File: config.mk
export PLATFORM = sky130hd
export DESIGN_NAME = fwg_guard
export DESIGN_NICKNAME = d
export VERILOG_FILES = /design/src/pkg/fwg_pkg.sv /design/src/fwg_store_image.sv /design/src/fwg_guard.sv
export SDC_FILE = /design/constraint.sdc
export NUM_CORES = 1
export LEC_CHECK = 0
export ABC_CLOCK_PERIOD_IN_PS = 7100
export BUFFER_PORTS_ARGS = -buffer_cell sky130_fd_sc_hd__buf_2
export CAP_MARGIN = 15
export CORE_UTILIZATION = 55
export CTS_BUF_LIST = sky130_fd_sc_hd__clkbuf_8 sky130_fd_sc_hd__clkbuf_16
export CTS_CLUSTER_DIAMETER = 200
export DETAILED_ROUTE_END_ITERATION = 16
export GPL_ROUTABILITY_DRIVEN = 0
export PLACE_DENSITY = 0.84
export SLEW_MARGIN = 30
export SYNTH_ARGS = -nofsm -noshare
export SYNTH_HDL_FRONTEND = slang
export SYNTH_HIERARCHICAL = 1
export SYNTH_SLANG_ARGS = --single-unit
export TNS_END_PERCENT = 1
File: constraint.sdc
create_clock -name ref_clk -period 7.1 [get_ports ref_clk]
set_clock_uncertainty 0.15 [all_clocks]
set_input_delay 0.355 -clock ref_clk [delete_from_list [all_inputs] [get_ports ref_clk]]
set_output_delay 0.355 -clock ref_clk [all_outputs]
set_load 0.1 [all_outputs]
File: src/pkg/fwg_pkg.sv
package fwg_pkg;

	// register offsets on the special-function register port
	localparam logic [7:0] FWG_PSC_OFS   = 8'h8f;
	localparam logic [7:0] FWG_FLK_OFS   = 8'hb7;
	localparam logic [7:0] FWG_SADDR_OFS = 8'hb6;
	localparam logic [7:0] FWG_SDATA_OFS = 8'hd1;
	localparam logic [7:0] FWG_SCTL_OFS  = 8'hc5;
	localparam logic [7:0] FWG_SKEY_OFS  = 8'hc6;

	// field positions
	localparam int FWG_WE_BIT   = 0;
	localparam int FWG_EE_BIT   = 1;
	localparam int FWG_AINC_BIT = 0;
	localparam int FWG_BWR_BIT  = 1;
	localparam int FWG_BRD_BIT  = 2;
	localparam int FWG_SEN_BIT  = 7;

	// reset values
	localparam logic [7:0] FWG_PSC_RST   = 8'h00;
	localparam logic [7:0] FWG_SCTL_RST  = 8'h01;
	localparam logic [7:0] FWG_IMAGE_RST = 8'hff;
	localparam logic [4:0] FWG_ADDR_RST  = 5'h00;

	// image geometry
	localparam int         FWG_DEPTH    = 32;
	localparam int         FWG_AW       = 5;
	localparam logic [4:0] FWG_TOP_ADDR = 5'h1f;

	// key values
	localparam logic [7:0] FWG_FKEY1 = 8'ha5;
	localparam logic [7:0] FWG_FKEY2 = 8'hf1;
	localparam logic [7:0] FWG_SKEY1 = 8'h55;
	localparam logic [7:0] FWG_SKEY2 = 8'haa;

	// lock state read codes
	localparam logic [1:0] FWG_LK_IDLE  = 2'h0;
	localparam logic [1:0] FWG_LK_FIRST = 2'h1;
	localparam logic [1:0] FWG_LK_OPEN  = 2'h2;
	localparam logic [1:0] FWG_LK_DEAD  = 2'h3;

	typedef enum logic [1:0] {
		KEY_IDLE,
		KEY_FIRST,
		KEY_OPEN,
		KEY_DEAD
	} fwg_key_state_t;

	typedef enum logic [1:0] {
		BLK_IDLE,
		BLK_READ,
		BLK_WRITE
	} fwg_blk_state_t;

	typedef struct packed {
		logic [7:0] addr;
		logic       wr;
		logic       rd;
		logic [7:0] wdata;
	} fwg_sfr_req_t;

	typedef struct packed {
		logic        wr;
		logic [15:0] addr;
		logic [7:0]  data;
	} fwg_xmove_t;

	typedef struct packed {
		logic        prog;
		logic        erase;
		logic [15:0] addr;
		logic [7:0]  data;
	} fwg_flash_cmd_t;

	typedef struct packed {
		logic       req;
		logic       we;
		logic [4:0] addr;
		logic [7:0] wdata;
	} fwg_nv_req_t;

	function automatic logic [1:0] fwg_key_code(input fwg_key_state_t st);
		case (st)
			KEY_IDLE:  fwg_key_code = FWG_LK_IDLE;
			KEY_FIRST: fwg_key_code = FWG_LK_FIRST;
			KEY_OPEN:  fwg_key_code = FWG_LK_OPEN;
			default:   fwg_key_code = FWG_LK_DEAD;
		endcase
	endfunction : fwg_key_code

	// one key write; anything out of order ends in the dead state
	function automatic fwg_key_state_t fwg_key_step(input fwg_key_state_t st,
		input logic [7:0] wdata, input logic [7:0] k1, input logic [7:0] k2);
		case (st)
			KEY_IDLE:  fwg_key_step = (wdata == k1) ? KEY_FIRST : KEY_DEAD;
			KEY_FIRST: fwg_key_step = (wdata == k2) ? KEY_OPEN : KEY_DEAD;
			default:   fwg_key_step = KEY_DEAD;
		endcase
	endfunction : fwg_key_step

endpackage : fwg_pkg

File: src/fwg_store_image.sv
`timescale 1ns/1ps
module fwg_store_image
	import fwg_pkg::*;
(
	input  wire logic         ref_clk,
	input  wire logic         reset_n,
	input  wire logic         addr_wr,
	input  wire logic [4:0]   addr_wdata,
	input  wire logic         data_wr,
	input  wire logic         data_rd,
	input  wire logic [7:0]   data_wdata,
	input  wire logic         auto_inc,
	input  wire logic         bulk_read_start,
	input  wire logic         bulk_write_start,
	output logic [4:0]        cur_addr,
	output logic [7:0]        cur_byte,
	output logic              bulk_busy,
	output logic              bulk_write_done,
	output fwg_nv_req_t       nv_req,
	input  wire logic [7:0]   nv_rdata,
	input  wire logic         nv_ack
);

	logic [7:0]     image_q [FWG_DEPTH];
	logic [4:0]     addr_q;
	logic [4:0]     idx_q;
	fwg_blk_state_t blk_q;
	logic           wdone_q;

	assign cur_addr        = addr_q;
	assign cur_byte        = image_q[addr_q];
	assign bulk_busy       = (blk_q != BLK_IDLE);
	assign bulk_write_done = wdone_q;

	// byte access is held off during a bulk copy so the image stays coherent
	always_ff @(posedge ref_clk or negedge reset_n) begin
		if (!reset_n) begin
			addr_q <= FWG_ADDR_RST;
		end else if (addr_wr) begin
			addr_q <= addr_wdata;
		end else if (auto_inc && !bulk_busy && (data_wr || data_rd)) begin
			addr_q <= (addr_q == FWG_TOP_ADDR) ? FWG_ADDR_RST : addr_q + 5'h01;
		end
	end

	generate
		for (genvar i = 0; i < FWG_DEPTH; i++) begin : g_byte
			always_ff @(posedge ref_clk or negedge reset_n) begin
				if (!reset_n) begin
					image_q[i] <= FWG_IMAGE_RST;
				end else if (blk_q == BLK_READ && nv_ack && idx_q == 5'(i)) begin
					image_q[i] <= nv_rdata;
				end else if (data_wr && !bulk_busy && addr_q == 5'(i)) begin
					image_q[i] <= data_wdata;
				end
			end
		end
	endgenerate

	always_ff @(posedge ref_clk or negedge reset_n) begin
		if (!reset_n) begin
			blk_q   <= BLK_IDLE;
			idx_q   <= FWG_ADDR_RST;
			wdone_q <= 1'b0;
		end else begin
			wdone_q <= 1'b0;
			case (blk_q)
				BLK_IDLE: begin
					idx_q <= FWG_ADDR_RST;
					if (bulk_read_start) begin
						blk_q <= BLK_READ;
					end else if (bulk_write_start) begin
						blk_q <= BLK_WRITE;
					end
				end
				BLK_READ, BLK_WRITE: begin
					if (nv_ack) begin
						idx_q <= idx_q + 5'h01;
						if (idx_q == FWG_TOP_ADDR) begin
							blk_q   <= BLK_IDLE;
							wdone_q <= (blk_q == BLK_WRITE);
						end
					end
				end
				default: blk_q <= BLK_IDLE;
			endcase
		end
	end

	always_comb begin
		nv_req.req   = bulk_busy;
		nv_req.we    = (blk_q == BLK_WRITE);
		nv_req.addr  = idx_q;
		nv_req.wdata = image_q[idx_q];
	end

endmodule : fwg_store_image

File: src/fwg_guard.sv
`timescale 1ns/1ps
// Summary of operation
// - write enable steers external writes to flash
// - erase plus write enable erases page
// - two key writes unlock flash modification
// - one completed operation relocks flash
// - wrong key write locks until reset
// - modify attempt while locked with supply monitor on locks until reset
// - key register reads lock state low bits
// - control upper six bits read zero
// - store access needs store enable set
// - address then data write updates image
// - data read returns image byte at address
// - auto increment advances address per access
// - address wraps from top to zero
// - bulk read copies nonvolatile into image
// - bulk write copies image to nonvolatile
// - bulk write refused without store unlock
// - store keys 55 then aa, relock
// - bad store key or attempt locks
// - supply monitor off gives error reset
module fwg_guard
	import fwg_pkg::*;
(
	input  wire logic         ref_clk,
	input  wire logic         reset_n,
	input  fwg_sfr_req_t      sfr_req,
	output logic [7:0]        sfr_rdata,
	input  fwg_xmove_t        xmove_req,
	output fwg_xmove_t        xram_cmd,
	output fwg_flash_cmd_t    flash_cmd,
	input  wire logic         flash_done,
	output logic              flash_busy,
	input  wire logic         supply_mon_en,
	input  wire logic         supply_mon_rst_en,
	output logic              flash_error_reset,
	output fwg_nv_req_t       nv_req,
	input  wire logic [7:0]   nv_rdata,
	input  wire logic         nv_ack
);

	logic           write_en_q;
	logic           erase_en_q;
	fwg_key_state_t fkey_q;
	logic           fbusy_q;
	fwg_flash_cmd_t fcmd_q;
	fwg_xmove_t     xram_q;
	logic           ferr_q;

	logic           store_en_q;
	logic           auto_inc_q;
	fwg_key_state_t skey_q;
	logic [7:0]     rdata_q;

	logic           wr_psc;
	logic           wr_flk;
	logic           wr_saddr;
	logic           wr_sdata;
	logic           rd_sdata;
	logic           wr_sctl;
	logic           wr_skey;
	logic           attempt;
	logic           supply_ok;
	logic           bulk_rd_go;
	logic           bulk_wr_req;
	logic           bulk_wr_go;

	logic [4:0]     cur_addr;
	logic [7:0]     cur_byte;
	logic           bulk_busy;
	logic           bulk_write_done;

	function automatic logic sfr_hit(input fwg_sfr_req_t r, input logic [7:0] ofs);
		sfr_hit = (r.addr == ofs);
	endfunction : sfr_hit

	// register decode
	assign wr_psc   = sfr_req.wr && sfr_hit(sfr_req, FWG_PSC_OFS);
	assign wr_flk   = sfr_req.wr && sfr_hit(sfr_req, FWG_FLK_OFS);
	assign wr_sctl  = sfr_req.wr && sfr_hit(sfr_req, FWG_SCTL_OFS);
	assign wr_skey  = sfr_req.wr && sfr_hit(sfr_req, FWG_SKEY_OFS);
	// store address and data are dead while the store is disabled
	assign wr_saddr = sfr_req.wr && store_en_q && sfr_hit(sfr_req, FWG_SADDR_OFS);
	assign wr_sdata = sfr_req.wr && store_en_q && sfr_hit(sfr_req, FWG_SDATA_OFS);
	assign rd_sdata = sfr_req.rd && store_en_q && sfr_hit(sfr_req, FWG_SDATA_OFS);

	assign attempt   = xmove_req.wr && write_en_q;
	assign supply_ok = supply_mon_en && supply_mon_rst_en;

	// bulk triggers act only with the store enabled in the same write
	assign bulk_rd_go  = wr_sctl && sfr_req.wdata[FWG_SEN_BIT] && sfr_req.wdata[FWG_BRD_BIT]
		&& !bulk_busy;
	assign bulk_wr_req = wr_sctl && sfr_req.wdata[FWG_SEN_BIT] && sfr_req.wdata[FWG_BWR_BIT]
		&& !sfr_req.wdata[FWG_BRD_BIT] && !bulk_busy;
	assign bulk_wr_go  = bulk_wr_req && (skey_q == KEY_OPEN);

	// program store enables; only the two low bits are kept
	always_ff @(posedge ref_clk or negedge reset_n) begin
		if (!reset_n) begin
			write_en_q <= FWG_PSC_RST[FWG_WE_BIT];
			erase_en_q <= FWG_PSC_RST[FWG_EE_BIT];
		end else if (wr_psc) begin
			write_en_q <= sfr_req.wdata[FWG_WE_BIT];
			erase_en_q <= sfr_req.wdata[FWG_EE_BIT];
		end
	end

	// flash key machine; completion outranks an attempt, which outranks a key write
	always_ff @(posedge ref_clk or negedge reset_n) begin
		if (!reset_n) begin
			fkey_q <= KEY_IDLE;
		end else if (fbusy_q && flash_done) begin
			fkey_q <= (fkey_q == KEY_DEAD) ? KEY_DEAD : KEY_IDLE;
		end else if (attempt && supply_ok && (fkey_q != KEY_OPEN || fbusy_q)) begin
			fkey_q <= KEY_DEAD;
		end else if (wr_flk) begin
			fkey_q <= fwg_key_step(fkey_q, sfr_req.wdata, FWG_FKEY1, FWG_FKEY2);
		end
	end

	// one operation in flight; the key state shows open until it completes, unless a further attempt or key write sends it dead first
	always_ff @(posedge ref_clk or negedge reset_n) begin
		if (!reset_n) begin
			fbusy_q <= 1'b0;
		end else if (fbusy_q && flash_done) begin
			fbusy_q <= 1'b0;
		end else if (attempt && supply_ok && fkey_q == KEY_OPEN) begin
			fbusy_q <= 1'b1;
		end
	end

	assign flash_busy = fbusy_q;

	// flash command pulse
	always_ff @(posedge ref_clk or negedge reset_n) begin
		if (!reset_n) begin
			fcmd_q <= '0;
		end else begin
			fcmd_q.prog  <= 1'b0;
			fcmd_q.erase <= 1'b0;
			if (attempt && supply_ok && fkey_q == KEY_OPEN && !fbusy_q) begin
				fcmd_q.erase <= erase_en_q;
				fcmd_q.prog  <= !erase_en_q;
				fcmd_q.addr  <= xmove_req.addr;
				// erase ignores the data byte, so it is not carried
				fcmd_q.data  <= erase_en_q ? FWG_IMAGE_RST : xmove_req.data;
			end
		end
	end

	assign flash_cmd = fcmd_q;

	// supply guard: modification never reaches flash with the monitor off
	always_ff @(posedge ref_clk or negedge reset_n) begin
		if (!reset_n) begin
			ferr_q <= 1'b0;
		end else begin
			ferr_q <= attempt && !supply_ok;
		end
	end

	assign flash_error_reset = ferr_q;

	// external data memory path
	always_ff @(posedge ref_clk or negedge reset_n) begin
		if (!reset_n) begin
			xram_q <= '0;
		end else begin
			xram_q.wr <= 1'b0;
			if (xmove_req.wr && !write_en_q) begin
				xram_q <= xmove_req;
			end
		end
	end

	assign xram_cmd = xram_q;

	// store control bits; triggers are not stored, they read back as busy
	always_ff @(posedge ref_clk or negedge reset_n) begin
		if (!reset_n) begin
			store_en_q <= FWG_SCTL_RST[FWG_SEN_BIT];
			auto_inc_q <= FWG_SCTL_RST[FWG_AINC_BIT];
		end else if (wr_sctl) begin
			store_en_q <= sfr_req.wdata[FWG_SEN_BIT];
			auto_inc_q <= sfr_req.wdata[FWG_AINC_BIT];
		end
	end

	// store key machine; a refused bulk write or bad key locks until reset
	always_ff @(posedge ref_clk or negedge reset_n) begin
		if (!reset_n) begin
			skey_q <= KEY_IDLE;
		end else if (bulk_write_done && skey_q != KEY_DEAD) begin
			skey_q <= KEY_IDLE;
		end else if (bulk_wr_req && skey_q != KEY_OPEN) begin
			skey_q <= KEY_DEAD;
		end else if (bulk_wr_go) begin
			skey_q <= KEY_OPEN;
		end else if (wr_skey) begin
			skey_q <= fwg_key_step(skey_q, sfr_req.wdata, FWG_SKEY1, FWG_SKEY2);
		end
	end

	fwg_store_image u_image (
		.ref_clk          (ref_clk),
		.reset_n          (reset_n),
		.addr_wr          (wr_saddr),
		.addr_wdata       (sfr_req.wdata[FWG_AW-1:0]),
		.data_wr          (wr_sdata),
		.data_rd          (rd_sdata),
		.data_wdata       (sfr_req.wdata),
		.auto_inc         (auto_inc_q),
		.bulk_read_start  (bulk_rd_go),
		.bulk_write_start (bulk_wr_go),
		.cur_addr         (cur_addr),
		.cur_byte         (cur_byte),
		.bulk_busy        (bulk_busy),
		.bulk_write_done  (bulk_write_done),
		.nv_req           (nv_req),
		.nv_rdata         (nv_rdata),
		.nv_ack           (nv_ack)
	);

	// read data is registered; unmapped offsets and store address and data with the store disabled read zero
	always_ff @(posedge ref_clk or negedge reset_n) begin
		if (!reset_n) begin
			rdata_q <= 8'h00;
		end else if (sfr_req.rd) begin
			case (sfr_req.addr)
				FWG_PSC_OFS:   rdata_q <= {6'h00, erase_en_q, write_en_q};
				FWG_FLK_OFS:   rdata_q <= {6'h00, fwg_key_code(fkey_q)};
				FWG_SKEY_OFS:  rdata_q <= {6'h00, fwg_key_code(skey_q)};
				FWG_SCTL_OFS:  rdata_q <= {store_en_q, 4'h0, bulk_busy && nv_req.we == 1'b0,
					bulk_busy && nv_req.we, auto_inc_q};
				FWG_SADDR_OFS: rdata_q <= store_en_q ? {3'h0, cur_addr} : 8'h00;
				FWG_SDATA_OFS: rdata_q <= (store_en_q && !bulk_busy) ? cur_byte : 8'h00;
				default:       rdata_q <= 8'h00;
			endcase
		end
	end

	assign sfr_rdata = rdata_q;

endmodule : fwg_guard

==> qor.txt <==
Yosys reg bits: 338
Via Count: 17,600
Final Slew Violations: 0
P_leak: 8.46 nW
Max_slew headroom: 0.290
Total negative slack: 0 ps
Final Critical Period: 4560 ps
Largest stage delay on the critical path: 980 ps
Crit Path Max Fanout: 36
Synth Flop Type: dfstp_2
WL final: 67.1 mm
Slowest stage cell, crit path: dfrtp_2
Worst EP arrival: 4050 ps
CP Capture Type: output port
Ant. Diodes: 0
DR DRC count: 0
Post-synth ARST share: 1.00
Routed Antenna Nets: 0
Data required, critical path: 6590 ps
First-pass GRT wire length: 101 mm
Clock Tree Root: clkbuf_16
Max Clk Rate: 0.219 GHz
Vias in the first global route: 17,100
Core area: 37,800 um2
Layout cells sized above 1: 0.308
Detailed Routing Iterations Pass 1: 7
Setup bufs post-CTS: 0
Port buffer count: 132
Die Span Y: 198 um
Initial Utilization: 0.561
Total gr overflow: 0
Row count: 71
I/O pins: 133
Post-synth EDFFs: 0
Post-DP HPWL: 42.4 mm
Met3 WL: 9.61 mm
Most frequent cells in the layout: mux2i_1 (365), dfstp_2 (257), nand2_1 (189)
Crit Path Class: register to output port
Final setup viols: 0
Cells after synthesis: 1,998
Vias per cell: 6.84
Max-cap violations: 0
Top layer in use: met5
CTS tree: done
CP delay by family, top: compound AO/OA/AOI/OAI gates
Maximum buffer depth of the clock tree: 3
Met1 Routed Length: 24.7 mm
Cts bufs inserted: 37
NumNets Final: 2,111
Post-synthesis xor/xnor area fraction: 0.000413
P&R area growth vs syn: 9.46%
Clock slew at reported path FFs: 60 ps
RSZ-0062 raised after global routing: no
Post-Synth Simple-Gate Area: 0.126
Die W: 198 um
Yosys warns: 6
Worst path bufs/invs: 2
Worst VDD drop: 210 uV
Syn Area/Cell: 10.6 um2
Seq/Total Area, Yosys: 0.414
Clk sinks: 338
Overall routing resource usage: 0.340
Die area: 39,400 um2
Clock latency on the worst-skew pair: 560 ps
Largest net degree at the start of global routing: 128
Final Cycle Share: 0.642
Synthesized Nets: 2,070
Worst min-delay path category: primary input to register
Endpoints failing hold: 0
Most common cell after layout, fill and taps aside: mux2i_1
Mapped Area: 21,200 um2
Outcome: finished clean
Worst-Margin Slew: 1050 ps
Netlist cell types: 74
Met2 WL: 29.3 mm
H-tree depth: 2
Multiplexer area fraction after synthesis: 0.284
Power per cell area: 195 nW/um2
Critical-path cell list: buf_4, nand2_1, o22ai_1, a21oi_1, o21a_1, a221oi_1, buf_2
Antenna violations before repair: 2
Routed len/inst: 26.1 um
First DRT Iteration DRCs: 2,724
Largest family of logic cells by synthesized area: multiplexers
Worst Hold Slack: 70.3 ps
Adder-Cell Fraction of Synth Area: 0.00884
Worst setup SP type: register
Compound-Gate Fraction of Synth Area: 0.120
## per-stage QoR
step | utilization | cells | instance area, um2 | setup WS, ps | power [W]
2_1_floorplan | - | 1998 | 21200 | 2270 | 0.00250
3_3_place_gp | 0.575 | 2481 | 21700 | 3080 | 0.00266
3_5_place_dp | 0.575 | 2481 | 21800 | 3200 | 0.00268
4_1_cts | 0.612 | 2573 | 23200 | 2600 | 0.00452
5_1_grt | 0.614 | 2575 | 23200 | 2490 | 0.00465
6_report | 0.614 | 2575 | 23200 | 2540 | 0.00452
## registers in the layout, summed over array words and instances (netlist names)
name / cells
xram_cmd: 25
write_en_q: 1
u_image/image_q: 256
flash_error_reset: 1
skey_q: 2
flash_busy: 1
u_image/cur_addr: 5
auto_inc_q: 1
fkey_q: 2
erase_en_q: 1
store_en_q: 1
sfr_rdata: 8
flash_cmd: 26
u_image/bulk_write_done: 1
u_image/idx_q: 5
u_image/blk_q: 2
## area by class of cell
cell class                      instances  area [um2]
Multi-Input combinational cell       1463       11500
Clock buffer                           44        1020
Timing Repair Buffer                  176        1110
Clock inverter                         20         118
Fill cell                            2921       14600
Inverter                               23        86.3
Tap cell                              511         639
Sequential cell                       338        8790
## kinds of logic (layout without fill, tap and decap cells)
| logic type | count (synthesis) | count (layout) |
|---|---|---|
| AOI/OAI and AO/OA | 446 | 446 |
| and+or+nand+nor | 507 | 507 |
| adders and majority gates | 15 | 15 |
| buffers and inverters | 197 | 263 |
| muxes | 494 | 494 |
| DFF | 338 | 338 |
| xor gates and xnor gates | 1 | 1 |
## power by group
part           leakage, nW  switching [W]  internal [W]
Combinational         4.16       0.000510      0.000163
Sequential            3.69      0.0000461       0.00197
Clock                0.606       0.000803       0.00103
Total                 8.46        0.00136       0.00316
## worst reg2reg max path: stages, from the launching register on
cell      delay (ps)
dfrtp_2          910
buf_4            610
nand3_1          680
o221ai_1         390
a21oi_1           70
o21ai_0          390
o41a_1           360
a22oi_1          120
a31oi_1          170
## worst paths after layout
path / startpoint / end / slack (ps) / cells after the start
min in group asynchronous: reset_n / u_image/image_q[88] / 410 / 2
setup / recovery: u_image/idx_q[3] / nv_req[3] / 2540 / 7
hold / removal: sfr_req[8] / sfr_rdata[4] / 70 / 2
hold reg to reg: flash_cmd[5] / flash_cmd[5] / 340 / 2
setup reg to reg: u_image/cur_addr[3] / sfr_rdata[0] / 3180 / 8
max in group asynchronous: reset_n / xram_cmd[5] / 5070 / 4
## metal layers
layer | track usage | vias up
met5 | 0 | -
met4 | 0.172 | 4
met3 | 0.129 | 292
met2 | 0.509 | 1408
met1 | 0.429 | 8566
li1 | - | 7347
## synth_stat cells, types with 5 or more instances
library cell  instances  area share
inv_1                22      0.0039
o21ai_0             157       0.037
nor2_8               12       0.011
a21oi_1             170       0.040
buf_6                21       0.011
nand2_1             189       0.033
mux4_1               13       0.016
nand4_1               5      0.0015
clkbuf_1             89       0.016
nor3b_1               5      0.0018
and2_1                6      0.0018
nor2_1              167       0.030
mux4_2               65       0.069
nand3b_1              8      0.0028
nand3_1              17      0.0040
buf_4                15      0.0053
o21ai_1              21      0.0050
nand4_4               5      0.0050
nand2b_1              9      0.0027
nor2_4               15      0.0080
and3_1               23      0.0068
o32ai_1               7      0.0029
nor3_1                8      0.0019
mux2i_1             365        0.17
nor2b_1               7      0.0021
buf_2                32      0.0075
o41a_1                7      0.0037
o221ai_1             14      0.0058
dfrtp_1              81       0.096
buf_1                17      0.0030
o22ai_1              26      0.0077
dfstp_2             257        0.32
a22oi_1               7      0.0025
mux2_2               51       0.027
ha_1                 15      0.0088
## what timing repair did
action,4_1_cts,5_1_grt
hold endpoints to repair,66,0
resized for setup,0,0
endpoints found under the setup margin,0,0
hold buffers,28,0
(Power assumes the default switching activity.)
